### config.mk
export PLATFORM = sky130hd
export DESIGN_NAME = offline_io_sequencer
export DESIGN_NICKNAME = d
export VERILOG_FILES = /design/src/rtl/offline_io_pkg.sv /design/src/rtl/offline_io_sequencer.sv
export SDC_FILE = /design/constraint.sdc
export NUM_CORES = 1
export LEC_CHECK = 0
export ABC_AREA = 1
export BUFFER_PORTS_ARGS = -buffer_cell sky130_fd_sc_hd__buf_2
export CAP_MARGIN = 20
export CORE_MARGIN = 2
export CORE_UTILIZATION = 45
export DETAILED_ROUTE_END_ITERATION = 8
export GPL_TIMING_DRIVEN = 0
export PLACE_DENSITY = 0.72
export RECOVER_POWER = 100
export SLEW_MARGIN = 10
export SYNTH_ARGS = -nofsm -noshare
export SYNTH_HDL_FRONTEND = slang
export SYNTH_SLANG_ARGS = --single-unit
### constraint.sdc
create_clock -name clk -period 1.9 [get_ports clk]
set_clock_uncertainty 0.2 [all_clocks]
set_input_delay 0.38 -clock clk [delete_from_list [all_inputs] [get_ports clk]]
set_output_delay 0.38 -clock clk [all_outputs]
set_load 0.03 [all_outputs]
### src/rtl/offline_io_pkg.sv
package offline_io_pkg;
    // Clock and timing pulse spacing.
    localparam int CLK_PERIOD_NS = 25;
    localparam int STEP_TIME_NS = 2000;
    localparam int STEP_CYC = STEP_TIME_NS / CLK_PERIOD_NS;
    localparam int ALT_CYC = STEP_CYC / 2;
    localparam logic [6:0] STEP_LAST = 7'(STEP_CYC - 1);
    localparam logic [6:0] ALT_POINT = 7'(ALT_CYC - 1);

    // Memory address counter length.
    localparam int MAC_STATES = 336;
    localparam logic [8:0] MAC_LAST = 9'(MAC_STATES - 1);

    // Step sequencer landmark states.
    localparam logic [5:0] SQ_STANDBY = 6'h00;
    localparam logic [5:0] SQ_SELECT = 6'h01;
    localparam logic [5:0] SQ_ERASE_FIRST = 6'h02;
    localparam logic [5:0] SQ_START_FIRST = 6'h06;
    localparam logic [5:0] SQ_OUT_START_END = 6'h0b;
    localparam logic [5:0] SQ_START_LAST = 6'h0d;
    localparam logic [5:0] SQ_READ_START = 6'h0f;
    localparam logic [5:0] SQ_WRITE_LOOP = 6'h10;
    localparam logic [5:0] SQ_OUT_DONE = 6'h11;
    localparam logic [5:0] SQ_FIRST_MARK = 6'h12;
    localparam logic [5:0] SQ_WRITE_X_FIRST = 6'h14;
    localparam logic [5:0] SQ_WRITE_X_LAST = 6'h1e;
    localparam logic [5:0] SQ_FAST_LAST = 6'h21;
    localparam logic [5:0] SQ_END_MARK = 6'h22;
    localparam logic [5:0] SQ_STOP_FIRST = 6'h28;
    localparam logic [5:0] SQ_STOP_EARLY = 6'h2c;
    localparam logic [5:0] SQ_STOP_LAST = 6'h37;
    localparam logic [5:0] SQ_ERASE_LAST = 6'h38;

    // Read phase counter codes.
    localparam logic [2:0] RP_STANDBY = 3'h0;
    localparam logic [2:0] RP_PH7 = 3'h1;
    localparam logic [2:0] RP_PH1 = 3'h2;
    localparam logic [2:0] RP_PH5 = 3'h6;
    localparam logic [2:0] RP_PH6 = 3'h7;

    localparam logic [5:0] PC_PARITY_TRAP = 6'h0e;

    // Register offsets.
    localparam logic [3:0] ADR_CTRL = 4'h0;
    localparam logic [3:0] ADR_CMD = 4'h4;
    localparam logic [3:0] ADR_STATUS = 4'h8;
    localparam logic [3:0] ADR_DATA = 4'hc;

    // Control register fields.
    localparam int CT_IMT = 0;
    localparam int CT_OMT = 1;
    localparam int CT_ICD = 2;
    localparam int CT_IPT = 3;
    localparam int CT_OCP = 4;
    localparam int CT_BACK = 5;
    localparam int CT_ERASE = 6;
    localparam int CT_OUTPUT = 7;
    localparam int CT_PINH = 8;
    localparam int CT_LOOP_LSB = 9;
    localparam int CT_ODD = 13;
    localparam logic [13:0] CTRL_RESET = 14'h0000;

    // Status register fields.
    localparam int ST_RP_LSB = 8;
    localparam int ST_INPUT_DATA_ERROR_FLAG = 16;
    localparam int ST_OUTPUT_DATA_ERROR_FLAG = 17;
    localparam int ST_HALT = 18;
    localparam int ST_GO = 19;
endpackage : offline_io_pkg

### src/rtl/offline_io_sequencer.sv
`timescale 1ns/1ps
// Notes on behaviour
// RULE1 - Non-tape: sequencer keeps stepping until clear sync, then standby and flags clear.
// RULE2 - Tape stop interval timed in upper states like the start interval.
// RULE3 - Read phases accept a device char, check parity, signal char-in-holding.
// RULE4 - Ignored characters raise cancel toward internal control.
// RULE5 - Internal control raises char-taken when it copies the holding register.
// RULE6 - Read phase counter is three bits, steps every 2 us, idles in standby.
// RULE7 - Codes: 000 standby, 001 phase7, 010 phase1, 011 phase2, 100-111 phases 3-6.
// RULE8 - Phase six reloads phase seven on tape, char-taken or cancel.
// RULE9 - Erase counts full address counter cycles in a range of sequencer states.
// RULE10 - State one sets go, reverse for paper tape/backspace, write for output/erase.
// RULE11 - Start and stop ranges request counting and hold while interval level low.
// RULE12 - State 22 octal cancels the first block mark on input or backspace.
// RULE13 - State 42 octal with end mark cancels and sets input error.
// RULE14 - State 21 octal signals output done and waits for char-in-output.
// RULE15 - Write loop state 24-36 octal picks the tape write cycle time.
// RULE16 - States 17-41 octal advance on timing pulse and on alternate with A and B.
// RULE17 - B adds one microsecond; A and B clear after the extra step.
// RULE18 - Starting from standby clears A on the timing pulse.
// RULE19 - Paper tape parity fault with inhibit traps: program counter 14, halt, error.
// RULE20 - Phase five parity fault sets output or input error by direction.
// RULE21 - Sequencer steps every 2 us unless held; jumps hold then load.
// RULE22 - Address counter steps 336 states, 672 us per cycle, then wraps.
// RULE23 - Updates ride the timing pulses; reset forces both counters to standby.
module offline_io_sequencer
    import offline_io_pkg::*;
(
    input wire logic clk,
    input wire logic rst_n,
    input wire logic [3:0] wb_adr_i,
    input wire logic [31:0] wb_dat_i,
    input wire logic [3:0] wb_sel_i,
    input wire logic wb_we_i,
    input wire logic wb_cyc_i,
    input wire logic wb_stb_i,
    output logic [31:0] wb_dat_o,
    output logic wb_ack_o,
    input wire logic clearExternalSync,
    input wire logic inputCharTaken,
    input wire logic charInOutputHolding,
    input wire logic endBlockMarkSeen,
    input wire logic devStrobe,
    input wire logic [7:0] devData,
    output logic [5:0] stepSequencer,
    output logic [2:0] readPhaseCounter,
    output logic [7:0] inputCharHolding,
    output logic charInInputHolding,
    output logic cancel,
    output logic outputCharDone,
    output logic countRequest,
    output logic goFlag,
    output logic reverseFlag,
    output logic writeControlFlag,
    output logic haltFlag,
    output logic programCounterLoad,
    output logic [5:0] programCounterValue
);
    ////////////////////////////////////////////////////////////////////////////////
    logic [6:0] divReg;
    logic tp;
    logic qp;
    logic [8:0] macReg;
    logic tlmReg;
    logic [5:0] sqReg;
    logic [5:0] sqNext;
    logic [2:0] rpReg;
    logic [2:0] rpNext;
    logic aReg;
    logic bReg;
    logic startPending;
    logic [13:0] ctrlReg;
    logic idtfReg;
    logic odtfReg;
    logic [1:0] strobeSync;
    logic [7:0] dataMeta;
    logic [7:0] dataSync;

    // Timing pulse every 2 us and alternate pulse half way between.
    assign tp = (divReg == STEP_LAST);
    assign qp = (divReg == ALT_POINT);

    function automatic logic inRange(input logic [5:0] v, input logic [5:0] lo,
                                     input logic [5:0] hi);
        inRange = (v >= lo) && (v <= hi);
    endfunction : inRange

    wire tape_input_mode = ctrlReg[CT_IMT];
    wire tape_output_mode = ctrlReg[CT_OMT];
    wire card_input_mode = ctrlReg[CT_ICD];
    wire paper_tape_input_mode = ctrlReg[CT_IPT];
    wire card_punch_output_mode = ctrlReg[CT_OCP];
    wire back = ctrlReg[CT_BACK];
    wire erase = ctrlReg[CT_ERASE];
    wire outDir = ctrlReg[CT_OUTPUT];
    wire parityInhibit = ctrlReg[CT_PINH];
    wire tapeAny = tape_input_mode | tape_output_mode | back;
    wire readIn = tape_input_mode | card_input_mode | back;
    wire [5:0] loopState = SQ_WRITE_X_FIRST + {2'h0, ctrlReg[CT_LOOP_LSB +: 4]};
    wire inStart = inRange(sqReg, SQ_START_FIRST, SQ_START_LAST);
    wire inStop = inRange(sqReg, SQ_STOP_FIRST, SQ_STOP_LAST);
    wire inErase = inRange(sqReg, SQ_ERASE_FIRST, SQ_ERASE_LAST);
    wire inFast = inRange(sqReg, SQ_READ_START, SQ_FAST_LAST);

    // RULE11 tape count request
    wire countNext = ((inStart | inStop) & tapeAny) | (inErase & erase);
    // RULE11 hold on interval
    wire tapeHold = (inStart | inStop) & tapeAny & !tlmReg;
    // RULE9 erase cycle counting
    wire eraseHold = inErase & erase & !tlmReg;
    // RULE14 wait for next char
    wire outHold = (sqReg == SQ_OUT_DONE) & outDir & !charInOutputHolding;
    wire seqHold = tapeHold | eraseHold | outHold;

    wire jumpRead = tlmReg & (((sqReg == SQ_START_FIRST) & (tape_input_mode | back))
                              | ((sqReg == SQ_OUT_START_END) & tape_output_mode));
    // RULE2 stop interval end
    wire jumpStop = tlmReg & tape_input_mode & (sqReg == SQ_STOP_EARLY);
    // RULE15 write loop state
    wire atLoop = tape_output_mode & (sqReg == loopState) & inRange(sqReg, SQ_WRITE_X_FIRST,
                                                       SQ_WRITE_X_LAST);
    wire loopJump = atLoop & aReg & qp & (!ctrlReg[CT_ODD] | bReg);
    wire setB = atLoop & aReg & qp & ctrlReg[CT_ODD] & !bReg;
    wire extraStep = inFast & !atLoop & aReg & bReg & qp;

    // RULE12 first block mark
    wire cancelFirst = (sqReg == SQ_FIRST_MARK) & readIn;
    // RULE13 end mark cancel
    wire endMark = (sqReg == SQ_END_MARK) & (tape_input_mode | card_input_mode) & endBlockMarkSeen;
    // RULE4 cancel toward internal control
    wire cancelNext = cancelFirst | endMark;

    wire startRead = tp & (sqReg == SQ_READ_START) & (readIn | paper_tape_input_mode | card_punch_output_mode);
    // RULE3 parity check of held char
    wire parityFault = (rpReg == RP_PH5) & tp & !(^inputCharHolding);
    // RULE19 paper tape trap
    wire parityTrap = parityFault & paper_tape_input_mode & parityInhibit;

    ////////////////////////////////////////////////////////////////////////////////
    // RULE21 step, hold or forced load
    always_comb begin
        sqNext = sqReg;
        if (clearExternalSync) begin
            // RULE1 return to standby
            sqNext = SQ_STANDBY;
        end else if (tp) begin
            if (sqReg == SQ_STANDBY) begin
                if (startPending) begin
                    sqNext = SQ_SELECT;
                end
            end else if (jumpRead) begin
                sqNext = SQ_READ_START;
            end else if (jumpStop) begin
                sqNext = SQ_ERASE_LAST;
            end else if (!seqHold) begin
                sqNext = 6'(sqReg + 6'h01);
            end
        end else if (loopJump) begin
            sqNext = SQ_WRITE_LOOP;
        end else if (extraStep) begin
            // RULE16 extra advance on alternate
            sqNext = 6'(sqReg + 6'h01);
        end
    end

    // RULE7 phase codes
    always_comb begin
        rpNext = rpReg;
        if (clearExternalSync) begin
            rpNext = RP_STANDBY;
        end else if (tp) begin
            unique case (rpReg)
                RP_STANDBY: rpNext = startRead ? RP_PH7 : RP_STANDBY;
                RP_PH1: rpNext = strobeSync[1] ? 3'(rpReg + 3'h1) : rpReg;
                // RULE8 reload phase seven
                RP_PH6: rpNext = (tape_input_mode | tape_output_mode | inputCharTaken | cancel) ? RP_PH7 : rpReg;
                // RULE6 step every 2 us
                default: rpNext = 3'(rpReg + 3'h1);
            endcase
        end
    end

    ////////////////////////////////////////////////////////////////////////////////
    // RULE23 timing base and counters
    always_ff @(posedge clk) begin
        if (!rst_n) begin
            divReg <= 7'h00;
            sqReg <= SQ_STANDBY;
            rpReg <= RP_STANDBY;
        end else begin
            divReg <= tp ? 7'h00 : 7'(divReg + 7'h01);
            sqReg <= sqNext;
            rpReg <= rpNext;
        end
    end

    // RULE22 address counter cycle
    always_ff @(posedge clk) begin
        if (!rst_n || !countRequest) begin
            macReg <= 9'h000;
            tlmReg <= 1'b0;
        end else if (tp) begin
            macReg <= (macReg == MAC_LAST) ? 9'h000 : 9'(macReg + 9'h001);
            tlmReg <= (macReg == MAC_LAST);
        end
    end

    // Device pins pass two flip-flops first.
    always_ff @(posedge clk) begin
        if (!rst_n) begin
            strobeSync <= 2'h0;
            dataMeta <= 8'h00;
            dataSync <= 8'h00;
        end else begin
            strobeSync <= {strobeSync[0], devStrobe};
            dataMeta <= devData;
            dataSync <= dataMeta;
        end
    end

    // RULE17 odd microsecond flip-flops
    always_ff @(posedge clk) begin
        if (!rst_n) begin
            aReg <= 1'b0;
            bReg <= 1'b0;
        end else if (tp && sqReg == SQ_STANDBY && startPending) begin
            // RULE18 align with timing pulse
            aReg <= 1'b0;
            bReg <= 1'b0;
        end else if (qp) begin
            aReg <= !(aReg & bReg);
            bReg <= (bReg | setB) & !(aReg & bReg) & !loopJump;
        end
    end

    ////////////////////////////////////////////////////////////////////////////////
    // Control flip-flops and device-facing outputs.
    always_ff @(posedge clk) begin
        if (!rst_n || clearExternalSync) begin
            goFlag <= 1'b0;
            reverseFlag <= 1'b0;
            writeControlFlag <= 1'b0;
        end else if (parityTrap) begin
            goFlag <= 1'b0;
        end else if (tp && sqReg == SQ_SELECT) begin
            // RULE10 device selection flags
            goFlag <= 1'b1;
            reverseFlag <= paper_tape_input_mode | back;
            writeControlFlag <= tape_output_mode | erase;
        end
    end

    always_ff @(posedge clk) begin
        if (!rst_n) begin
            stepSequencer <= SQ_STANDBY;
            readPhaseCounter <= RP_STANDBY;
            cancel <= 1'b0;
            charInInputHolding <= 1'b0;
            outputCharDone <= 1'b0;
            countRequest <= 1'b0;
            programCounterLoad <= 1'b0;
            programCounterValue <= 6'h00;
            inputCharHolding <= 8'h00;
        end else begin
            stepSequencer <= sqNext;
            readPhaseCounter <= rpNext;
            cancel <= cancelNext;
            // RULE3 char-in-holding to internal control
            charInInputHolding <= (rpNext == RP_PH6) & !cancelNext;
            outputCharDone <= (sqNext == SQ_OUT_DONE) & outDir;
            countRequest <= countNext;
            programCounterLoad <= parityTrap;
            if (parityTrap) begin
                programCounterValue <= PC_PARITY_TRAP;
            end
            if (tp && rpReg == RP_PH7) begin
                inputCharHolding <= 8'h00;
            end else if (tp && rpReg == RP_PH1 && strobeSync[1]) begin
                inputCharHolding <= dataSync;
            end
        end
    end

    ////////////////////////////////////////////////////////////////////////////////
    // Register bus slave.
    wire busReq = wb_cyc_i & wb_stb_i & !wb_ack_o;
    wire busWr = busReq & wb_we_i;
    wire statusClr = busWr & (wb_adr_i == ADR_STATUS) & wb_sel_i[2];
    // RULE20 direction of error
    wire idtfSet = (tp & endMark) | parityTrap | (parityFault & (tape_input_mode | card_input_mode));
    wire odtfSet = parityFault & (tape_output_mode | card_punch_output_mode);
    wire startSet = busWr & (wb_adr_i == ADR_CMD) & wb_sel_i[0] & wb_dat_i[0];
    wire [31:0] statusWord = {12'h000, goFlag, haltFlag, odtfReg, idtfReg,
                              5'h00, rpReg, 2'h0, sqReg};
    wire [31:0] readWord = (wb_adr_i == ADR_CTRL) ? {18'h00000, ctrlReg} :
                           (wb_adr_i == ADR_STATUS) ? statusWord :
                           (wb_adr_i == ADR_DATA) ? {24'h000000, inputCharHolding} :
                           32'h00000000;

    always_ff @(posedge clk) begin
        if (!rst_n) begin
            wb_ack_o <= 1'b0;
            wb_dat_o <= 32'h00000000;
            ctrlReg <= CTRL_RESET;
        end else begin
            wb_ack_o <= busReq;
            wb_dat_o <= busReq ? readWord : 32'h00000000;
            if (busWr && wb_adr_i == ADR_CTRL && wb_sel_i[0]) begin
                ctrlReg[7:0] <= wb_dat_i[7:0];
            end
            if (busWr && wb_adr_i == ADR_CTRL && wb_sel_i[1]) begin
                ctrlReg[13:8] <= wb_dat_i[13:8];
            end
        end
    end

    // Sticky flags: a set in the clearing cycle wins.
    always_ff @(posedge clk) begin
        if (!rst_n) begin
            idtfReg <= 1'b0;
            odtfReg <= 1'b0;
            haltFlag <= 1'b0;
            startPending <= 1'b0;
        end else begin
            idtfReg <= idtfSet | (idtfReg & !(statusClr & wb_dat_i[ST_INPUT_DATA_ERROR_FLAG]));
            odtfReg <= odtfSet | (odtfReg & !(statusClr & wb_dat_i[ST_OUTPUT_DATA_ERROR_FLAG]));
            haltFlag <= parityTrap | (haltFlag & !(statusClr & wb_dat_i[ST_HALT]));
            startPending <= startSet | (startPending & !(tp && sqReg == SQ_STANDBY));
        end
    end
endmodule : offline_io_sequencer
==> impl_metrics.tcl <==
set metrics [dict create \
    run_status "finished, violations left" \
    violations "negative setup slack" \
    cpMaxStageDelayCell "dfxtp_4" \
    clk_pin_slew_ns 0.11 \
    cp_max_fo 6 \
    multi_input_area_sq_um 2860 \
    start_util 0.467 \
    yosysUniqueCellTypes 45 \
    pin_count 123 \
    synth_warnings 0 \
    route.vias.total 4971 \
    syn_area_sq_um 4870 \
    fp-row-count 37 \
    core_sq_um 10400 \
    synth.area.top_cells "dfxtp_1, nand2_1, nor2_1" \
    hp-start "wb_dat_i[9]" \
    path_class "flip-flop to flip-flop" \
    worstMarginPinSlew_ns 0.860 \
    firstDrtPassIters 5 \
    synth_seq_area_share 0.411 \
    cpPeakStageDelay_ns 0.42 \
    finalCriticalPeriod_ns 2.12 \
    wire_per_inst_microns 15.6 \
    htreeDepth 3 \
    drtAntennaViolNets 0 \
    syn2layout_area_growth_pct 42.0 \
    crit_arrival_ns 2.24 \
    die_height_microns 108 \
    yosys.area.top_type "dfxtp_1" \
    worst_hold_path_type "input pin to flip-flop" \
    drt_iter0_drc 406 \
    synth_edf_count 0 \
    cts_root_buf "clkbuf_8" \
    netlist_instances 647 \
    ys_seq_elements 100 \
    drive_above_1_share 0.358 \
    setup_viol 36 \
    maxCapViolations 0 \
    clk_latency_ns 0.39 \
    crit_path_start_kind "flip-flop" \
    required_ns 2.02 \
    clk_path_buf_depth 2 \
    worstSetupEndpointType "flip-flop" \
    final_cell_count_no_fill 972 \
    drv_slew 0 \
    viasPerCell 5.11 \
    cts_tree "built" \
    clock_sinks 100 \
    nFillCells 893 \
    maxSlewHeadroom 0.422 \
    final-seq-area_sq_um 2030 \
    antenna_found_initial 0 \
    p_per_area_nw_per_um2 534 \
    vdd_drop_max_uv 356 \
    synth.most_common_cell "dfxtp_1" \
    antennaDiodeCount 0 \
    path_buf_inv 2 \
    synth_common_cells "dfxtp_1, nand2_1, nor2_1, inv_1, o21ai_0" \
    syn_avg_cell_area_sq_um 7.52 \
    crit_start "stepSequencer[0]" \
    placed_cells 888 \
    grt_max_degree 19 \
    synthArstFlopShare 0 \
    rsz0062_at_grt "true" \
    synth-main-ff-cell "dfxtp_1" \
    die_w_microns 108 \
    grt_usage 0.261 \
    p_total_mw 3.69 \
    crit_family "simple AND/OR/NAND/NOR gates" \
    wirelength_microns 15100 \
    nets 901 \
    die_area_sq_um 11700 \
    hold_viol_final 0 \
    synth.top_cell.area_share 0.411 \
    grt-ovfl-total 0 \
    dp_hpwl_microns 10400 \
    grt_pass1_wl_microns 23500 \
    r2r-start "stepSequencer[0]" \
    path_cells "inv_8 -> ha_4 -> inv_2 -> nand2_2 -> nand3_4 -> a21boi_4 -> nand3_4 -> nand2_2 -> nand3_2 -> a21oi_2 -> nand2_1 -> nor2_1 -> nand2_1 -> nor2_1" \
    cts_buffers 9 \
    drc 0 \
    cellLeakagePower_nw 3.04 \
    setup_slack_ns -0.216 \
    period_share 1.11 \
    grt_pass1_vias 4845 \
    gp_congestion 0.913 \
    maxClockFrequency_mhz 473 \
    port_buffers 89 \
]
-- report_power, final --
| group | switching, mW | leakage [nW] | internal (mW) | total (mW) |
|---|---|---|---|---|
| combinational | 0.148 | 2.13 | 0.0970 | 0.245 |
| clock | 0.817 | 0.0940 | 0.504 | 1.32 |
| sequential | 0.0125 | 0.817 | 2.11 | 2.13 |
-- cell type report --
type,count,area share
Multi-Input combinational cell,438,0.414
Buffer,30,0.0322
Tap cell,136,0.0246
Clock buffer,10,0.0185
Sequential cell,100,0.294
Clock inverter,6,0.00743
Inverter,94,0.0560
Timing Repair Buffer,158,0.153
-- placed cells by master (no fill, tap or decap), types with 5 or more instances in the layout --
master	n
nor2_1	82
buf_4	60
inv_1	76
ha_4	6
clkbuf_8	9
xor2_1	8
xnor2_1	5
dfxtp_2	6
nor2_4	10
o21ai_0	24
a221oi_1	6
dfxtp_4	5
nand2_2	22
nor3_2	7
buf_6	18
a21oi_1	25
clkbuf_1	40
dlygate4sd3_1	9
buf_2	54
ha_1	6
o21ai_2	9
nand2_1	79
dfxtp_1	89
conb_1	17
nand3_1	15
nand4_1	20
o21ai_1	12
inv_2	13
nand3_4	12
nand3_2	16
nor3_1	9
nor2_2	10
-- per-layer routing --
| metal | track usage | vias to the layer above | wire length (microns) |
|---|---|---|---|
| met5 | 0 | - | 0 |
| met2 | 0.438 | 180 | 7410 |
| li1 | - | 2447 | - |
| met4 | 0.124 | 0 | 345 |
| met1 | 0.332 | 2303 | 6440 |
| met3 | 0.0380 | 41 | 950 |
-- what timing repair did --
| action | in CTS | in global routing |
|---|---|---|
| setup endpoints to repair | 50 | 52 |
| gates resized for setup | 115 | 67 |
| pin swaps | 41 | 41 |
| hold endpoints to repair | 9 | 0 |
| hold buffers | 9 | 0 |
| setup buffers | 45 | 19 |
| gates cloned | 2 | 0 |
-- cells by family (layout without fill, tap and decap cells) --
logic type,count (synthesis),count (layout),synth area share
AOI/OAI and AO/OA,94,94,0.110
xor gates and xnor gates,13,13,0.0234
adders and majority gates,12,12,0.0309
buffers and inverters,126,298,0.118
DFF,100,100,0.411
other,1,17,0.000771
and+or+nand+nor,301,302,0.305
-- registers in the layout (all words and copies together), names as in the netlist, 3 cells and up --
name	cells
divReg	7
dataSync	8
readPhaseCounter	3
stepSequencer	6
wb_dat_o	18
ctrlReg	14
inputCharHolding	8
macReg	9
dataMeta	8
-- tightest hold or removal path, stage by stage --
cell and delay [ns]:
buf_2 0.08, o21ai_1 0.06, a21oi_1 0.11
-- final timing paths --
kind	endpoint	slack (ns)	depth (start not counted)
min reg2reg	dataSync[0]	0.22	2
max	outputCharDone	-0.22	14
max reg2reg	outputCharDone	-0.22	14
min	ctrlReg[9]	0.07	3
-- metrics by stage --
| step | worst slack (ns) | TNS, ns | area, sq um | hold slack (ns) | util |
|---|---|---|---|---|---|
| after floorplan | -0.0569 | -0.108 | 4960 | 0.190 | - |
| after global placement | -0.845 | -23.68 | 5580 | 0.197 | 0.536 |
| after detailed placement | -0.871 | -25.76 | 5580 | 0.196 | 0.536 |
| after CTS | -0.189 | -2.61 | 6620 | 0.0515 | 0.635 |
| after global routing | -0.352 | -7.51 | 6910 | 0.0761 | 0.663 |
| final | -0.216 | -3.40 | 6910 | 0.0710 | 0.663 |
Power figures use the tool's default switching activity.
